### config.mk
export PLATFORM = sky130hd
export DESIGN_NAME = tsp_serial_port
export DESIGN_NICKNAME = d
export VERILOG_FILES = /design/src/core/tsp_serial_port.v
export VERILOG_INCLUDE_DIRS = /design/src /design/src/core
export SDC_FILE = /design/constraint.sdc
export NUM_CORES = 1
export LEC_CHECK = 0
export BUFFER_PORTS_ARGS = -buffer_cell sky130_fd_sc_hd__buf_2
export CELL_PAD_IN_SITES_DETAIL_PLACEMENT = 1
export CELL_PAD_IN_SITES_GLOBAL_PLACEMENT = 1
export CORE_MARGIN = 1.5
export CORE_UTILIZATION = 48
export CTS_BUF_LIST = sky130_fd_sc_hd__clkbuf_4 sky130_fd_sc_hd__clkbuf_8
export CTS_CLUSTER_SIZE = 20
export DETAILED_ROUTE_END_ITERATION = 8
export GPL_ROUTABILITY_DRIVEN = 0
export PLACE_DENSITY = 0.91
export SLEW_MARGIN = 20
export SYNTH_ARGS = -nofsm -noshare
export SYNTH_HDL_FRONTEND = slang
export SYNTH_SLANG_ARGS = --single-unit
### constraint.sdc
create_clock -name clk_in -period 2.4 [get_ports clk_in]
set_input_delay 0.48 -clock clk_in [delete_from_list [all_inputs] [get_ports clk_in]]
set_output_delay 0.48 -clock clk_in [all_outputs]
set_load 0.02 [all_outputs]
### src/core/tsp_map.vh
// Purpose: Register map, fields and timing for the TDM serial port
// Assumes: Word-addressed plain register port, 50 MHz core clock
// Notes:   Included by the serial port core only
`ifndef TSP_MAP_VH
`define TSP_MAP_VH
`define TSP_AW            3
`define TSP_ADDR_CTRL     3'h0
`define TSP_ADDR_TDM      3'h1
`define TSP_ADDR_DATA     3'h2
`define TSP_ADDR_SADDR    3'h3
`define TSP_ADDR_STATUS   3'h4
`define TSP_ADDR_MASK     3'h5
// Control fields
`define TSP_CTRL_MSB      0
`define TSP_CTRL_ICK      1
`define TSP_CTRL_ILD      2
`define TSP_CTRL_OCK      3
`define TSP_CTRL_OLD      4
// Time-division fields
`define TSP_TDM_MODE      0
`define TSP_TDM_SYNC      1
`define TSP_TDM_SYNC_DIVIDE_SELECT    2
`define TSP_TDM_SLOT_LO   4
`define TSP_TDM_SLOT_HI   7
// Status and mask fields
`define TSP_ST_RX         0
`define TSP_ST_TX         1
`define TSP_ST_RXF        2
`define TSP_ST_TXE        3
// Reset values
`define TSP_CTRL_RST      5'h00
`define TSP_TDM_RST       8'h00
`define TSP_MASK_RST      2'h0
// Word and frame sizes
`define TSP_WORD_BITS     5'h10
`define TSP_FRAME_SHORT   4'h7
`define TSP_FRAME_LONG    4'hf
// Active bit clock timing
`define TSP_CLK_NS        20
`define TSP_BCLK_NS       160
`define TSP_BCLK_HALF     (`TSP_BCLK_NS / (2 * `TSP_CLK_NS))
`endif

### src/core/tsp_serial_port.v
// Purpose: Synchronous serial port with multiprocessor time-division mode
// Assumes: All pin inputs asynchronous; synchronous active-low reset
// Notes:   Pin edges found by sampling on clk_in; bit clock well below clk_in/4
//
// The placing of the registers and strobed register access were chosen for this implementation.
`timescale 1ns/1ns
`include "tsp_map.vh"
module tsp_serial_port (
  input  wire        clk_in,
  input  wire        resetn_in,
  input  wire [2:0]  reg_addr_in,
  input  wire [15:0] reg_wdata_in,
  input  wire        reg_wr_in,
  input  wire        reg_rd_in,
  output reg  [15:0] reg_rdata_out,
  output wire        irq_out,
  output wire        rx_buffer_full_out,
  output wire        tx_buffer_empty_out,
  input  wire        serial_in_line_in,
  input  wire        input_bit_clock_in,
  output wire        input_bit_clock_out,
  output wire        input_bit_clock_oe_out,
  input  wire        input_word_strobe_in,
  output wire        input_word_strobe_out,
  output wire        input_word_strobe_oe_out,
  input  wire        output_bit_clock_in,
  output wire        output_bit_clock_out,
  output wire        output_bit_clock_oe_out,
  input  wire        output_word_strobe_in,
  output wire        output_word_strobe_out,
  output wire        output_word_strobe_oe_out,
  output wire        serial_out_line_out,
  output wire        serial_out_line_oe_out,
  input  wire        serial_addr_line_in,
  output wire        serial_addr_line_out,
  output wire        serial_addr_line_oe_out,
  input  wire        output_drive_enable_n_in,
  output wire        output_drive_enable_n_out,
  output wire        output_drive_enable_n_oe_out,
  input  wire        frame_slot0_sync_in,
  output wire        frame_slot0_sync_out,
  output wire        frame_slot0_sync_oe_out
);

  localparam integer HALF_FULL = `TSP_BCLK_HALF - 1;
  localparam [2:0]   HALF_CNT  = HALF_FULL[2:0];

  // Shift one bit into a word in the selected order
  function [15:0] shift_in;
    input [15:0] word;
    input        bit_val;
    input        msb_first;
    begin
      if (msb_first) begin
        shift_in = {word[14:0], bit_val};
      end else begin
        shift_in = {bit_val, word[15:1]};
      end
    end
  endfunction

  // Next bit to leave a word in the selected order
  function pick_bit;
    input [15:0] word;
    input        msb_first;
    begin
      pick_bit = msb_first ? word[15] : word[0];
    end
  endfunction

  // Pin synchronisers: 0 din,1 ick,2 ild,3 ock,4 old,5 doen_n,6 sync,7 sadd
  reg  [7:0]  pin_s1_ff;
  reg  [7:0]  pin_s2_ff;
  wire [7:0]  pin_raw = {serial_addr_line_in, frame_slot0_sync_in,
                         output_drive_enable_n_in, output_word_strobe_in,
                         output_bit_clock_in, input_word_strobe_in,
                         input_bit_clock_in, serial_in_line_in};

  always @(posedge clk_in) begin
    if (!resetn_in) begin
      // Pins idle high except frame sync, which idles low
      pin_s1_ff <= 8'hbf;
      pin_s2_ff <= 8'hbf;
    end else begin
      pin_s1_ff <= pin_raw;
      pin_s2_ff <= pin_s1_ff;
    end
  end

  // Software state
  reg  [4:0]  ctrl_ff;
  reg  [7:0]  tdm_ff;
  reg  [15:0] tx_buf_ff;
  reg  [15:0] rx_buf_ff;
  reg  [15:0] saddr_ff;
  reg  [1:0]  status_ff;
  reg  [1:0]  mask_ff;
  reg         rxf_ff;
  reg         txe_ff;

  wire msb_first = ctrl_ff[`TSP_CTRL_MSB];
  wire ick_act   = ctrl_ff[`TSP_CTRL_ICK];
  wire ild_act   = ctrl_ff[`TSP_CTRL_ILD];
  wire ock_act   = ctrl_ff[`TSP_CTRL_OCK];
  wire old_act   = ctrl_ff[`TSP_CTRL_OLD];
  wire mp_mode   = tdm_ff[`TSP_TDM_MODE];
  wire sync_mst  = tdm_ff[`TSP_TDM_SYNC];
  wire [3:0] my_slot = sync_mst ? 4'h0 : tdm_ff[`TSP_TDM_SLOT_HI:`TSP_TDM_SLOT_LO];

  // Active bit clock and word strobe generator
  reg  [2:0]  gen_half_ff;
  reg         gen_bclk_ff;
  reg  [3:0]  gen_bit_ff;
  reg  [3:0]  gen_word_ff;
  reg         gen_sync_ff;
  wire        gen_strobe = (gen_bit_ff != 4'h0);
  wire [3:0]  frame_top  = tdm_ff[`TSP_TDM_SYNC_DIVIDE_SELECT] ? `TSP_FRAME_LONG : `TSP_FRAME_SHORT;

  // Effective link signals, generated or sampled
  wire ick_eff  = ick_act  ? gen_bclk_ff : pin_s2_ff[1];
  wire ild_eff  = ild_act  ? gen_strobe  : pin_s2_ff[2];
  wire ock_eff  = ock_act  ? gen_bclk_ff : pin_s2_ff[3];
  wire old_eff  = old_act  ? gen_strobe  : pin_s2_ff[4];
  wire sync_eff = sync_mst ? gen_sync_ff : pin_s2_ff[6];

  reg  [3:0]  prev_ff;
  wire        ick_rise  = ick_eff & ~prev_ff[0];
  wire        ild_fall  = ~ild_eff & prev_ff[1];
  wire        ock_rise  = ock_eff & ~prev_ff[2];
  wire        old_fall  = ~old_eff & prev_ff[3];
  reg         sync_d_ff;
  wire        sync_fall = ~sync_eff & sync_d_ff;

  always @(posedge clk_in) begin
    if (!resetn_in) begin
      prev_ff   <= 4'hf;
      sync_d_ff <= 1'b0;
    end else begin
      prev_ff   <= {old_eff, ock_eff, ild_eff, ick_eff};
      sync_d_ff <= sync_eff;
    end
  end

  always @(posedge clk_in) begin
    if (!resetn_in) begin
      gen_half_ff <= 3'h0;
      gen_bclk_ff <= 1'b1;
      gen_bit_ff  <= 4'hf;
      gen_word_ff <= 4'h0;
      gen_sync_ff <= 1'b1;
    end else if (sync_fall && !sync_mst) begin
      gen_half_ff <= HALF_CNT;
      gen_bclk_ff <= 1'b1;
      gen_bit_ff  <= 4'hf;
      gen_word_ff <= frame_top;
    end else if (gen_half_ff == HALF_CNT) begin
      gen_half_ff <= 3'h0;
      gen_bclk_ff <= ~gen_bclk_ff;
      if (gen_bclk_ff) begin
        gen_bit_ff <= gen_bit_ff + 4'h1;
        if (gen_bit_ff == 4'hf) begin
          gen_word_ff <= (gen_word_ff >= frame_top) ? 4'h0 : gen_word_ff + 4'h1;
          gen_sync_ff <= (gen_word_ff >= frame_top) ? 1'b0 : 1'b1;
        end
      end
    end else begin
      gen_half_ff <= gen_half_ff + 3'h1;
    end
  end

  // Time slot tracking, slot zero on frame sync
  reg  [3:0]  slot_ff;

  always @(posedge clk_in) begin
    if (!resetn_in) begin
      slot_ff <= 4'hf;
    end else if (sync_fall) begin
      slot_ff <= 4'h0;
    end else if (old_fall) begin
      slot_ff <= slot_ff + 4'h1;
    end
  end

  // Receive path
  reg  [15:0] isr_ff;
  reg  [4:0]  rx_cnt_ff;
  wire        rx_load = ick_rise && (rx_cnt_ff == `TSP_WORD_BITS - 5'h1);

  always @(posedge clk_in) begin
    if (!resetn_in) begin
      isr_ff    <= 16'h0000;
      rx_cnt_ff <= `TSP_WORD_BITS;
      rx_buf_ff <= 16'h0000;
    end else begin
      if (ild_fall) begin
        rx_cnt_ff <= 5'h00;
      end else if (ick_rise && rx_cnt_ff != `TSP_WORD_BITS) begin
        isr_ff    <= shift_in(isr_ff, pin_s2_ff[0], msb_first);
        rx_cnt_ff <= rx_cnt_ff + 5'h01;
      end
      if (rx_load) begin
        rx_buf_ff <= shift_in(isr_ff, pin_s2_ff[0], msb_first);
      end
    end
  end

  // Transmit path
  reg  [15:0] osr_ff;
  reg  [15:0] asr_ff;
  reg  [4:0]  tx_cnt_ff;
  reg         tx_live_ff;
  reg         dout_ff;
  reg         aout_ff;

  always @(posedge clk_in) begin
    if (!resetn_in) begin
      osr_ff     <= 16'h0000;
      asr_ff     <= 16'h0000;
      tx_cnt_ff  <= `TSP_WORD_BITS;
      tx_live_ff <= 1'b0;
      dout_ff    <= 1'b0;
      aout_ff    <= 1'b1;
    end else if (old_fall) begin
      osr_ff     <= tx_buf_ff;
      asr_ff     <= saddr_ff;
      tx_cnt_ff  <= 5'h00;
      tx_live_ff <= 1'b1;
    end else if (ock_rise) begin
      if (tx_cnt_ff != `TSP_WORD_BITS) begin
        dout_ff   <= pick_bit(osr_ff, msb_first);
        aout_ff   <= ~pick_bit(asr_ff, msb_first);
        osr_ff    <= msb_first ? {osr_ff[14:0], 1'b0} : {1'b0, osr_ff[15:1]};
        asr_ff    <= msb_first ? {asr_ff[14:0], 1'b0} : {1'b0, asr_ff[15:1]};
        tx_cnt_ff <= tx_cnt_ff + 5'h01;
      end else begin
        tx_live_ff <= 1'b0;
      end
    end
  end

  // Pin drive
  wire my_turn  = mp_mode && tx_live_ff && (slot_ff == my_slot);
  wire doen_low = mp_mode ? my_turn : ~pin_s2_ff[5];
  wire line_en  = doen_low;

  assign input_bit_clock_out          = gen_bclk_ff;
  assign input_bit_clock_oe_out       = ick_act;
  assign input_word_strobe_out        = gen_strobe;
  assign input_word_strobe_oe_out     = ild_act;
  assign output_bit_clock_out         = gen_bclk_ff;
  assign output_bit_clock_oe_out      = ock_act;
  assign output_word_strobe_out       = gen_strobe;
  assign output_word_strobe_oe_out    = old_act;
  assign serial_out_line_out          = dout_ff;
  assign serial_out_line_oe_out       = line_en;
  assign serial_addr_line_out         = aout_ff;
  assign serial_addr_line_oe_out      = mp_mode ? my_turn : line_en;
  assign output_drive_enable_n_out    = 1'b0;
  assign output_drive_enable_n_oe_out = my_turn;
  assign frame_slot0_sync_out         = gen_sync_ff;
  assign frame_slot0_sync_oe_out      = sync_mst;

  // Register port
  wire wr_data  = reg_wr_in && (reg_addr_in == `TSP_ADDR_DATA);
  wire rd_data  = reg_rd_in && (reg_addr_in == `TSP_ADDR_DATA);
  wire wr_stat  = reg_wr_in && (reg_addr_in == `TSP_ADDR_STATUS);
  wire [1:0] ev = {old_fall, rx_load};

  always @(posedge clk_in) begin
    if (!resetn_in) begin
      ctrl_ff   <= `TSP_CTRL_RST;
      tdm_ff    <= `TSP_TDM_RST;
      tx_buf_ff <= 16'h0000;
      saddr_ff  <= 16'hffff;
      mask_ff   <= `TSP_MASK_RST;
      status_ff <= 2'h0;
      rxf_ff    <= 1'b0;
      txe_ff    <= 1'b1;
    end else begin
      if (reg_wr_in && reg_addr_in == `TSP_ADDR_CTRL) begin
        ctrl_ff <= reg_wdata_in[4:0];
      end
      if (reg_wr_in && reg_addr_in == `TSP_ADDR_TDM) begin
        tdm_ff <= reg_wdata_in[7:0];
      end
      if (reg_wr_in && reg_addr_in == `TSP_ADDR_SADDR) begin
        saddr_ff <= reg_wdata_in;
      end
      if (reg_wr_in && reg_addr_in == `TSP_ADDR_MASK) begin
        mask_ff <= reg_wdata_in[1:0];
      end
      if (wr_data) begin
        tx_buf_ff <= reg_wdata_in;
      end
      // Events win over write-one clears
      status_ff <= (status_ff & ~(wr_stat ? reg_wdata_in[1:0] : 2'h0)) | ev;
      if (rx_load) begin
        rxf_ff <= 1'b1;
      end else if (rd_data) begin
        rxf_ff <= 1'b0;
      end
      // Write in the transfer cycle leaves fresh data pending
      if (wr_data) begin
        txe_ff <= 1'b0;
      end else if (old_fall) begin
        txe_ff <= 1'b1;
      end
    end
  end

  always @(posedge clk_in) begin
    if (!resetn_in) begin
      reg_rdata_out <= 16'h0000;
    end else if (reg_rd_in) begin
      case (reg_addr_in)
        `TSP_ADDR_CTRL:   reg_rdata_out <= {11'h000, ctrl_ff};
        `TSP_ADDR_TDM:    reg_rdata_out <= {8'h00, tdm_ff};
        `TSP_ADDR_DATA:   reg_rdata_out <= rx_buf_ff;
        `TSP_ADDR_SADDR:  reg_rdata_out <= saddr_ff;
        `TSP_ADDR_STATUS: reg_rdata_out <= {12'h000, txe_ff, rxf_ff, status_ff};
        `TSP_ADDR_MASK:   reg_rdata_out <= {14'h0000, mask_ff};
        default:          reg_rdata_out <= 16'h0000;
      endcase
    end else begin
      reg_rdata_out <= 16'h0000;
    end
  end

  assign irq_out             = |(status_ff & mask_ff);
  assign rx_buffer_full_out  = rxf_ff;
  assign tx_buffer_empty_out = txe_ff;

endmodule

Word-level counts from Yosys, hierarchy flattened --
Cells that the tools add are included.
Operators by class: add/sub/neg operators 6, multiply operators 0, multiplexer cells 44, shifts and indexed selects 0, $lt $le $gt $ge 1, bitwise operators 21, div/mod/pow operators 0, reductions and logical operators 38, eq/ne operators 12
Operator list (number):
- 2-to-1 mux 16 bit | 9
- one-hot mux 16 bit (6 select lines) | 1
- 2-to-1 mux 4 bit | 9
- 2-to-1 mux 5 bit | 5
- nonzero test 2 bit | 9
- 2-to-1 mux 1 bit | 17
- adder 4 x 1 -> 4 bit, second input constant | 3
- logical AND 1 bit | 12
- NOT 1 bit | 12
- AND reduction 2 bit | 6
- adder 5 x 1 -> 5 bit, second input constant | 2
- != test 5 bit, second input constant | 2
- == test 3 x 2 -> 1 bit, second input constant | 3
- OR reduction 2 bit | 4
- == test 3 bit, second input constant | 2
- 2-to-1 mux 2 bit | 3
- AND reduction 3 bit | 2
- AND 1 bit | 5
- == test 5 x 4 -> 1 bit, second input constant | 1
- AND 2 bit | 2
- == test 4 bit | 1
- == test 4 bit, second input constant | 1
- >= comparator 4 bit | 1
- AND reduction 4 bit | 1
- 9 further kinds | 9
Storage, ports and cells: input bits 31, bits in writable memories 0, logic and storage cells 153, register bits after elaboration 180, bits in latches 0, memories kept 0, memory bits (read-only) 0

Longest topological paths before layout --
Gate-level depths: netlist (run 1).
word-level depth 7, depth in mapped cells 8, depth with buffers taken out 6

Worst setup path after synthesis (run 1) --
Ideal clock, no wire load.
path kind flip-flop to output port, start point reg tdm_ff[1], end point out serial_out_line_oe_out, path slack 4 ps, stages on the path, launching flop included 7, arrival 1916 ps, path through dfxtp_1 clkbuf_1 nor2b_1 xnor2_1 o211ai_1 o32ai_1 buf_4
On the way: cells in the longest elaborated chain, start to end 4
Ends and longest elaborated chain:
- start: declaration | line tsp_serial_port.v:92 | reg [7:0] tdm_ff;
- start signal: assignment | line tsp_serial_port.v:272 | tdm_ff <= `TSP_TDM_RST;
- start signal: assignment | line tsp_serial_port.v:284 | tdm_ff <= reg_wdata_in[7:0];
- 2-to-1 mux 4 bit | line tsp_serial_port.v:108 | wire [3:0] my_slot = sync_mst ? 4'h0 : tdm_ff[`TSP_TDM_SLOT_HI:`TSP_TDM_SLOT_LO];
- == test 4 bit | line tsp_serial_port.v:242 | wire my_turn = mp_mode && tx_live_ff && (slot_ff == my_slot);
- logical AND 1 bit | line tsp_serial_port.v:242
- 2-to-1 mux 1 bit | line tsp_serial_port.v:243 | wire doen_low = mp_mode ? my_turn : ~pin_s2_ff[5];
- end: declaration | line tsp_serial_port.v:33 | output wire serial_out_line_oe_out,
Every way passes these cells.

Worst setup path in the final report (run 1) --
start point reg tdm_ff[5], end point out serial_addr_line_oe_out
On the way: cells in the longest elaborated chain, start to end 5
Ends and longest elaborated chain:
- 2-to-1 mux 4 bit (*) | line tsp_serial_port.v:108
- == test 4 bit (*) | line tsp_serial_port.v:242
- logical AND 1 bit (*) | line tsp_serial_port.v:242
- 2-to-1 mux 1 bit | line tsp_serial_port.v:243
- 2-to-1 mux 1 bit (*) | line tsp_serial_port.v:257 | assign serial_addr_line_oe_out = mp_mode ? my_turn : line_en;
- end: declaration | line tsp_serial_port.v:36 | output wire serial_addr_line_oe_out,
Mark *: on every way between the ends. The rest lies on a longest branch, timed or not.

==> results.toml, run 1 <==
[hold_path]
whs_endpoint = "pin_s1_ff[1]"
hold_path_class = "input pin to flip-flop"
min-delay-start = "input_bit_clock_in"
hold_path_depth = 2

[worst_setup_path]
start_kind = "flip-flop"
rrSetupSlack_ns = 0.09
path_class = "flip-flop to output pin"
cp.required_ns = 1.92
r2r-start = "gen_bit_ff[1]"
cp.arrival_ns = 1.86
reg2regPathDepth = 7
critPathMaxFanout = 2
end_kind = "output pin"
reg2reg_to = "asr_ff[14]"

[sta]
period_needed_ns = 2.34
period_share = 0.973
report.final.slew_viol_count = 0
relSlewSlack = 0.487
worstMarginPinSlew_ns = 0.769
hold_viol = 0
skew_ns = 0.0175
fin_setup_tns_ns = 0
setup_violations = 0
fmax_ghz = 0.428

[placed_design]
dpl.hpwl_um = 15100
io_buffers = 63

[yosys]
avgSynthCellArea_um2 = 9.15
synth-edff-count = 0
ys_ff_latch = 180
syn_nets = 916
ys_types = 62
syn-instance-count = 873
synth_top_flop_cell = "dfxtp_1"
syn_area_mm2 = 0.00799
async_flop_share = 0
yosysWarnings = 0
ys_seq_area_frac = 0.451

[cts]
cts-root-buf = "clkbuf_8"
cts_buffer_depth = 2
clk_pin_slew_ns = 0.10
cts_tree = "built"
cts_buffers = 17
holdBufCountCts = 0
numClockSinks = 180
insertion_delay_ns = 0.48
htree_levels = 4

[final_layout]
drive_above_1_share = 0.172
n_antenna_cell = 0
fin_util = 0.548
nNetsFinal = 956
area_growth_pct = 10.1

[run]
maxCapViolations = 0

[power]
switching_share = 0.270
p_int_mw = 4.12
ir_drop_v = 0.000381
p_per_area_mw_per_mm2 = 641
clkPwrFrac = 0.347
p_comb_frac = 0.094
p_leak_nw = 3.40
p_switching_mw = 1.52
pwr-share-seq = 0.559

[detailed_routing]
vias = 6920
firstDrtPassIters = 5
final_antenna_net_count = 0
wl_per_cell_um = 21.2
vias_per_cell = 6.06
first_iter_violations = 488
drc_errors = 0
totalWireLength_um = 24200

[global_routing]
antenna_found_initial = 1
grt_overflow_total = 0
grt_max_degree = 56
grt_usage = 0.264
first_global_vias = 7042
grt_pass1_wl_um = 36800

[floorplan]
placementRows = 46
initial_core_util = 0.498
die_x_um = 132
io_pins = 66
die_h_um = 132
core_area_mm2 = 0.0161
die_area_mm2 = 0.0174

[status]
outcome = "complete, no violations"
metal layers:
metal | up-vias | wire length [um] | part of all wire | global-route usage
met5 | - | 0 | 0 | 0
met4 | 0 | 921 | 0.038 | 0.115
met3 | 71 | 1320 | 0.055 | 0.0523
met2 | 238 | 12000 | 0.50 | 0.459
met1 | 3469 | 9960 | 0.41 | 0.317
li1 | 3142 | - | - | -
cell families (layout without fill, tap and decap cells):
group / Yosys count / count (layout) / synth area share
and+or+nand+nor: 326 / 326 / 0.187
adders and majority gates: 12 / 12 / 0.0188
AOI/OAI and AO/OA: 179 / 179 / 0.169
buffers and inverters: 81 / 133 / 0.0525
muxes: 80 / 80 / 0.105
DFF: 180 / 180 / 0.451
other: 1 / 1 / 0.000469
xor gates and xnor gates: 14 / 14 / 0.0153
cell type report:
type | count | area, um2
Fill cell | 1860 | 7260
Multi-Input combinational cell | 612 | 3990
Sequential cell | 180 | 3610
Timing Repair Buffer | 89 | 528
Tap cell | 216 | 270
Clock buffer | 20 | 263
Clock inverter | 11 | 87.6
Inverter | 13 | 48.8
placed cells by master (no fill, tap or decap), drive strengths merged, types with 7 or more instances in the layout:
| cell | synthesis | layout |
|---|---|---|
| a211oi | 18 | 18 |
| a21boi | 26 | 26 |
| a21oi | 40 | 40 |
| a31oi | 8 | 8 |
| and2 | 8 | 8 |
| buf | 43 | 89 |
| clkbuf | 25 | 20 |
| clkinv | 1 | 7 |
| dfxtp | 180 | 180 |
| ha | 12 | 12 |
| inv | 12 | 13 |
| mux2 | 7 | 7 |
| mux2i | 71 | 71 |
| nand2 | 159 | 159 |
| nand2b | 18 | 18 |
| nand3 | 47 | 47 |
| nor2 | 58 | 58 |
| nor2b | 9 | 9 |
| o211a | 17 | 17 |
| o21ai | 22 | 22 |
| o221ai | 28 | 28 |
| xnor2 | 11 | 11 |
cell usage after synthesis, types with 12 or more instances:
library cell / n / share of area
dfxtp_1: 180 / 0.45
nand2_1: 159 / 0.075
mux2i_1: 70 / 0.088
nor2_1: 58 / 0.027
nand3_1: 47 / 0.029
a21oi_1: 40 / 0.025
o221ai_1: 28 / 0.031
clkbuf_1: 25 / 0.012
buf_2: 23 / 0.014
o21ai_0: 19 / 0.012
nand2b_1: 18 / 0.014
o211a_1: 17 / 0.021
a21boi_1: 15 / 0.014
a211oi_2: 13 / 0.020
buf_4: 13 / 0.012
ha_1: 12 / 0.019
inv_1: 12 / 0.0056
stage by stage:
stage	worst slack, ns	hold WS [ns]	total power [mW]	cell area, um2	instances
floorplan	0.00394	0.386	3.55	7990	873
global route	-0.00387	0.187	5.83	8800	1141
detailed placement	0.263	0.398	3.71	8390	1107
global placement	0.327	0.394	3.68	8390	1107
CTS	-0.00755	0.168	5.61	8750	1138
finish	0.0650	0.182	5.64	8800	1141
worst max-delay path: stages (launching register included):
cell	delay [ns]
dfxtp_2	0.38
nor2b_4	0.16
xnor2_1	0.12
o211ai_1	0.14
o32ai_2	0.36
buf_4	0.21
power by group through the flow:
stage | sequential, mW | combinational (mW) | clock [mW]
3_3_place_gp | 3.21 | 0.471 | 0
6_report | 3.15 | 0.529 | 1.96
2_1_floorplan | 3.20 | 0.342 | 0
4_1_cts | 3.15 | 0.512 | 1.95
5_1_grt | 3.16 | 0.570 | 2.09
3_5_place_dp | 3.22 | 0.498 | 0
sequential cells by signal (all words and copies together) (netlist names), 2 cells and up:
name           cells
gen_bit_ff         4
mask_ff            2
rx_cnt_ff          5
pin_s2_ff          7
tx_buf_ff         16
pin_s1_ff          7
gen_word_ff        4
asr_ff            16
isr_ff            16
ctrl_ff            5
slot_ff            4
saddr_ff          16
tdm_ff             8
reg_rdata_out     16
rx_buf_ff         16
status_ff          2
osr_ff            16
gen_half_ff        3
tx_cnt_ff          5
prev_ff            4
worst max path at each step:
stage | startpoint | end | slack [ns] | depth (start not counted)
finish | tdm_ff[5] | serial_addr_line_oe_out | 0.06 | 5
global route | gen_bit_ff[0] | asr_ff[14] | -0.004 | 7
CTS | slot_ff[0] | serial_addr_line_oe_out | -0.008 | 5
detailed placement | gen_bit_ff[0] | osr_ff[13] | 0.26 | 7
global placement | gen_bit_ff[0] | asr_ff[14] | 0.33 | 7
floorplan | tdm_ff[1] | serial_out_line_oe_out | 0.004 | 6
repair_timing:
action,in CTS,in global routing
setup buffers,0,3
setup endpoints to repair,2,3
hold endpoints to repair,0,0
resized for setup,2,8
pin swaps,0,2
Note: power is estimated with default switching activity, not from simulation.
==> inputs of run 2 (changes only) <==
--- a/config.mk
+++ b/config.mk
@@ -10,12 +10,12 @@
 export CELL_PAD_IN_SITES_DETAIL_PLACEMENT = 1
 export CELL_PAD_IN_SITES_GLOBAL_PLACEMENT = 1
 export CORE_MARGIN = 1.5
-export CORE_UTILIZATION = 48
+export CORE_UTILIZATION = 43
 export CTS_BUF_LIST = sky130_fd_sc_hd__clkbuf_4 sky130_fd_sc_hd__clkbuf_8
 export CTS_CLUSTER_SIZE = 20
 export DETAILED_ROUTE_END_ITERATION = 8
 export GPL_ROUTABILITY_DRIVEN = 0
-export PLACE_DENSITY = 0.91
+export PLACE_DENSITY = 0.87
 export SLEW_MARGIN = 20
 export SYNTH_ARGS = -nofsm -noshare
 export SYNTH_HDL_FRONTEND = slang
==> constraint.sdc (replaced) <==
create_clock -name clk_in -period 1.9 [get_ports clk_in]
set_input_delay 0.38 -clock clk_in [delete_from_list [all_inputs] [get_ports clk_in]]
set_output_delay 0.38 -clock clk_in [all_outputs]
set_load 0.02 [all_outputs]
==> run 2 against run 1 <==
Against the previous run: combinational power is 35% higher; non-clock buffer count is 20 higher; largest power group unchanged; largest cell class unchanged; wire length is 2.6% lower; the run now ends with DRC, setup timing left; critical path depth is 1 lower; via count is 1.6% lower; global-route usage is 2.9 points lower; clock skew is 0.0075 ns lower; register-to-register slack hardly changed; critical path type unchanged.
==> results.toml, run 2 (synthesis gave the netlist of run 1 again) <==
[power]
pwr-share-seq = 0.527
p_per_area_mw_per_mm2 = 815
p_switching_mw = 1.90
power_mw = 7.55
ir_drop_v = 0.000492
clkPwrFrac = 0.379
p_int_mw = 5.65
switching_share = 0.252
p_leak_nw = 3.57
p_comb_frac = 0.094

[sta]
rsz0062_at_grt = "true"
skew_ns = 0.0100
period_share = 1.14
period_needed_ns = 2.16
fin_ws_ns = -0.259
report.final.slew_viol_count = 0
fmax_ghz = 0.463
setup_violations = 3
hold_viol = 0

[cts]
insertion_delay_ns = 0.47
holdBufCountCts = 0
cts-root-buf = "clkbuf_8"
clk_pin_slew_ns = 0.09
cts_buffers = 17
htree_levels = 4
cts_tree = "built"
cts_buffer_depth = 2
numClockSinks = 180

[floorplan]
die_h_um = 139
placementRows = 49
die_x_um = 139
io_pins = 66
die_area_mm2 = 0.0194
core_area_mm2 = 0.0181
initial_core_util = 0.442

[detailed_routing]
final_antenna_net_count = 0
vias = 6806
vias_per_cell = 5.79
drc_errors = 2
first_iter_violations = 417
firstDrtPassIters = 7
wl_per_cell_um = 20.1
totalWireLength_um = 23600

[global_routing]
grt_max_degree = 50
antenna_found_initial = 0
first_global_vias = 7059
grt_pass1_wl_um = 36300
grt_overflow_total = 0
grt_usage = 0.235

[worst_setup_path]
max_stage_delay_ns = 0.41
reg2regPathDepth = 7
start_kind = "flip-flop"
worstSetupPathDepth = 4
cp.required_ns = 1.52
path_class = "flip-flop to output pin"
critPathMaxFanout = 4
path_cells = "a221oi_4 -> a31oi_4 -> o32ai_4 -> buf_6"
end_kind = "output pin"
crit_slowest_cell = "dfxtp_1"
critical-path-top-delay-family = "compound AO/OA/AOI/OAI gates"
path_buf_inv = 1
cp.arrival_ns = 1.78

[placed_design]
io_buffers = 63
preCtsSetupSlack_ns = 0.0865
dpl.hpwl_um = 15000
numPlacedInstances = 1134

[final_layout]
area_growth_pct = 16.0
nNetsFinal = 976
n_antenna_cell = 0
drive_above_1_share = 0.201
final_cell_mix = "dfxtp_1, nand2_1, mux2i_1, buf_2, nor2_1"
layout_commonest_cell = "dfxtp_1"
finalNonFillerCells = 1175

[status]
violations = "DRC, setup timing"
outcome = "finished, violations left"

[hold_path]
hold_path_depth = 2
hold_path_class = "input pin to flip-flop"

[run]
maxCapViolations = 0
## run 2: path summary, 6_finish.rpt
check	from	endpoint	slack [ns]
min reg2reg	pin_s1_ff[2]	pin_s2_ff[2]	0.42
min	input_word_strobe_in	pin_s1_ff[2]	0.08
max	tdm_ff[4]	serial_addr_line_oe_out	-0.26
max reg2reg	rx_cnt_ff[0]	rx_buf_ff[9]	0.08
## run 2: power groups by stage
stage                     registers [mW]  clock network, mW  logic [mW]
after floorplan                     4.05                  0       0.435
after global placement              4.05                  0       0.630
after detailed placement            4.06                  0       0.658
after CTS                           3.97               2.92       0.682
after global routing                3.99               3.06       0.770
final                               3.98               2.86       0.712
## run 2: what timing repair did
item                                    4_1_cts  5_1_grt
gates resized for setup                      14       17
pin swaps                                     2        3
setup buffers                                 3        3
endpoints found under the setup margin        3       36
gates cloned                                  0        3
## run 2: final cells by class
type                       count  area [um2]
clock inverter                12         179
sequential                   180        3620
fill                        2064        8820
inverter                      13        51.3
timing repair buffer         109         823
clock buffer                  20         256
multi-input combinational    612        4050
tap                          229         287
## run 2: through the flow
step | TNS, ns | hold slack, ns | utilization | cell area (um2)
after floorplan | 0 | 0.386 | - | 8010
after global placement | 0 | 0.395 | 0.476 | 8610
after detailed placement | 0 | 0.400 | 0.476 | 8610
after CTS | -0.727 | 0.0490 | 0.503 | 9100
after global routing | -0.840 | 0.0639 | 0.512 | 9270
final | -0.695 | 0.0832 | 0.512 | 9270
## run 2: metal layers
metal | part of all wire | vias to the layer above | GRT usage | routed length (um)
li1 | - | 3174 | - | -
met1 | 0.41 | 3391 | 0.266 | 9650
met2 | 0.52 | 184 | 0.428 | 12200
met3 | 0.041 | 57 | 0.0451 | 959
met4 | 0.034 | 0 | 0.105 | 791
met5 | 0 | - | 0 | 0
## run 2: worst register-to-register path: cells and delay by family (launching register included)
| family | cells | cell delay (ns) |
|---|---|---|
| and+or+nand+nor | 2 | 0.36 |
| buffers and inverters | 2 | 0.36 |
| DFF | 1 | 0.36 |
| adders and majority gates | 2 | 0.41 |
| AOI/OAI and AO/OA | 1 | 0.24 |
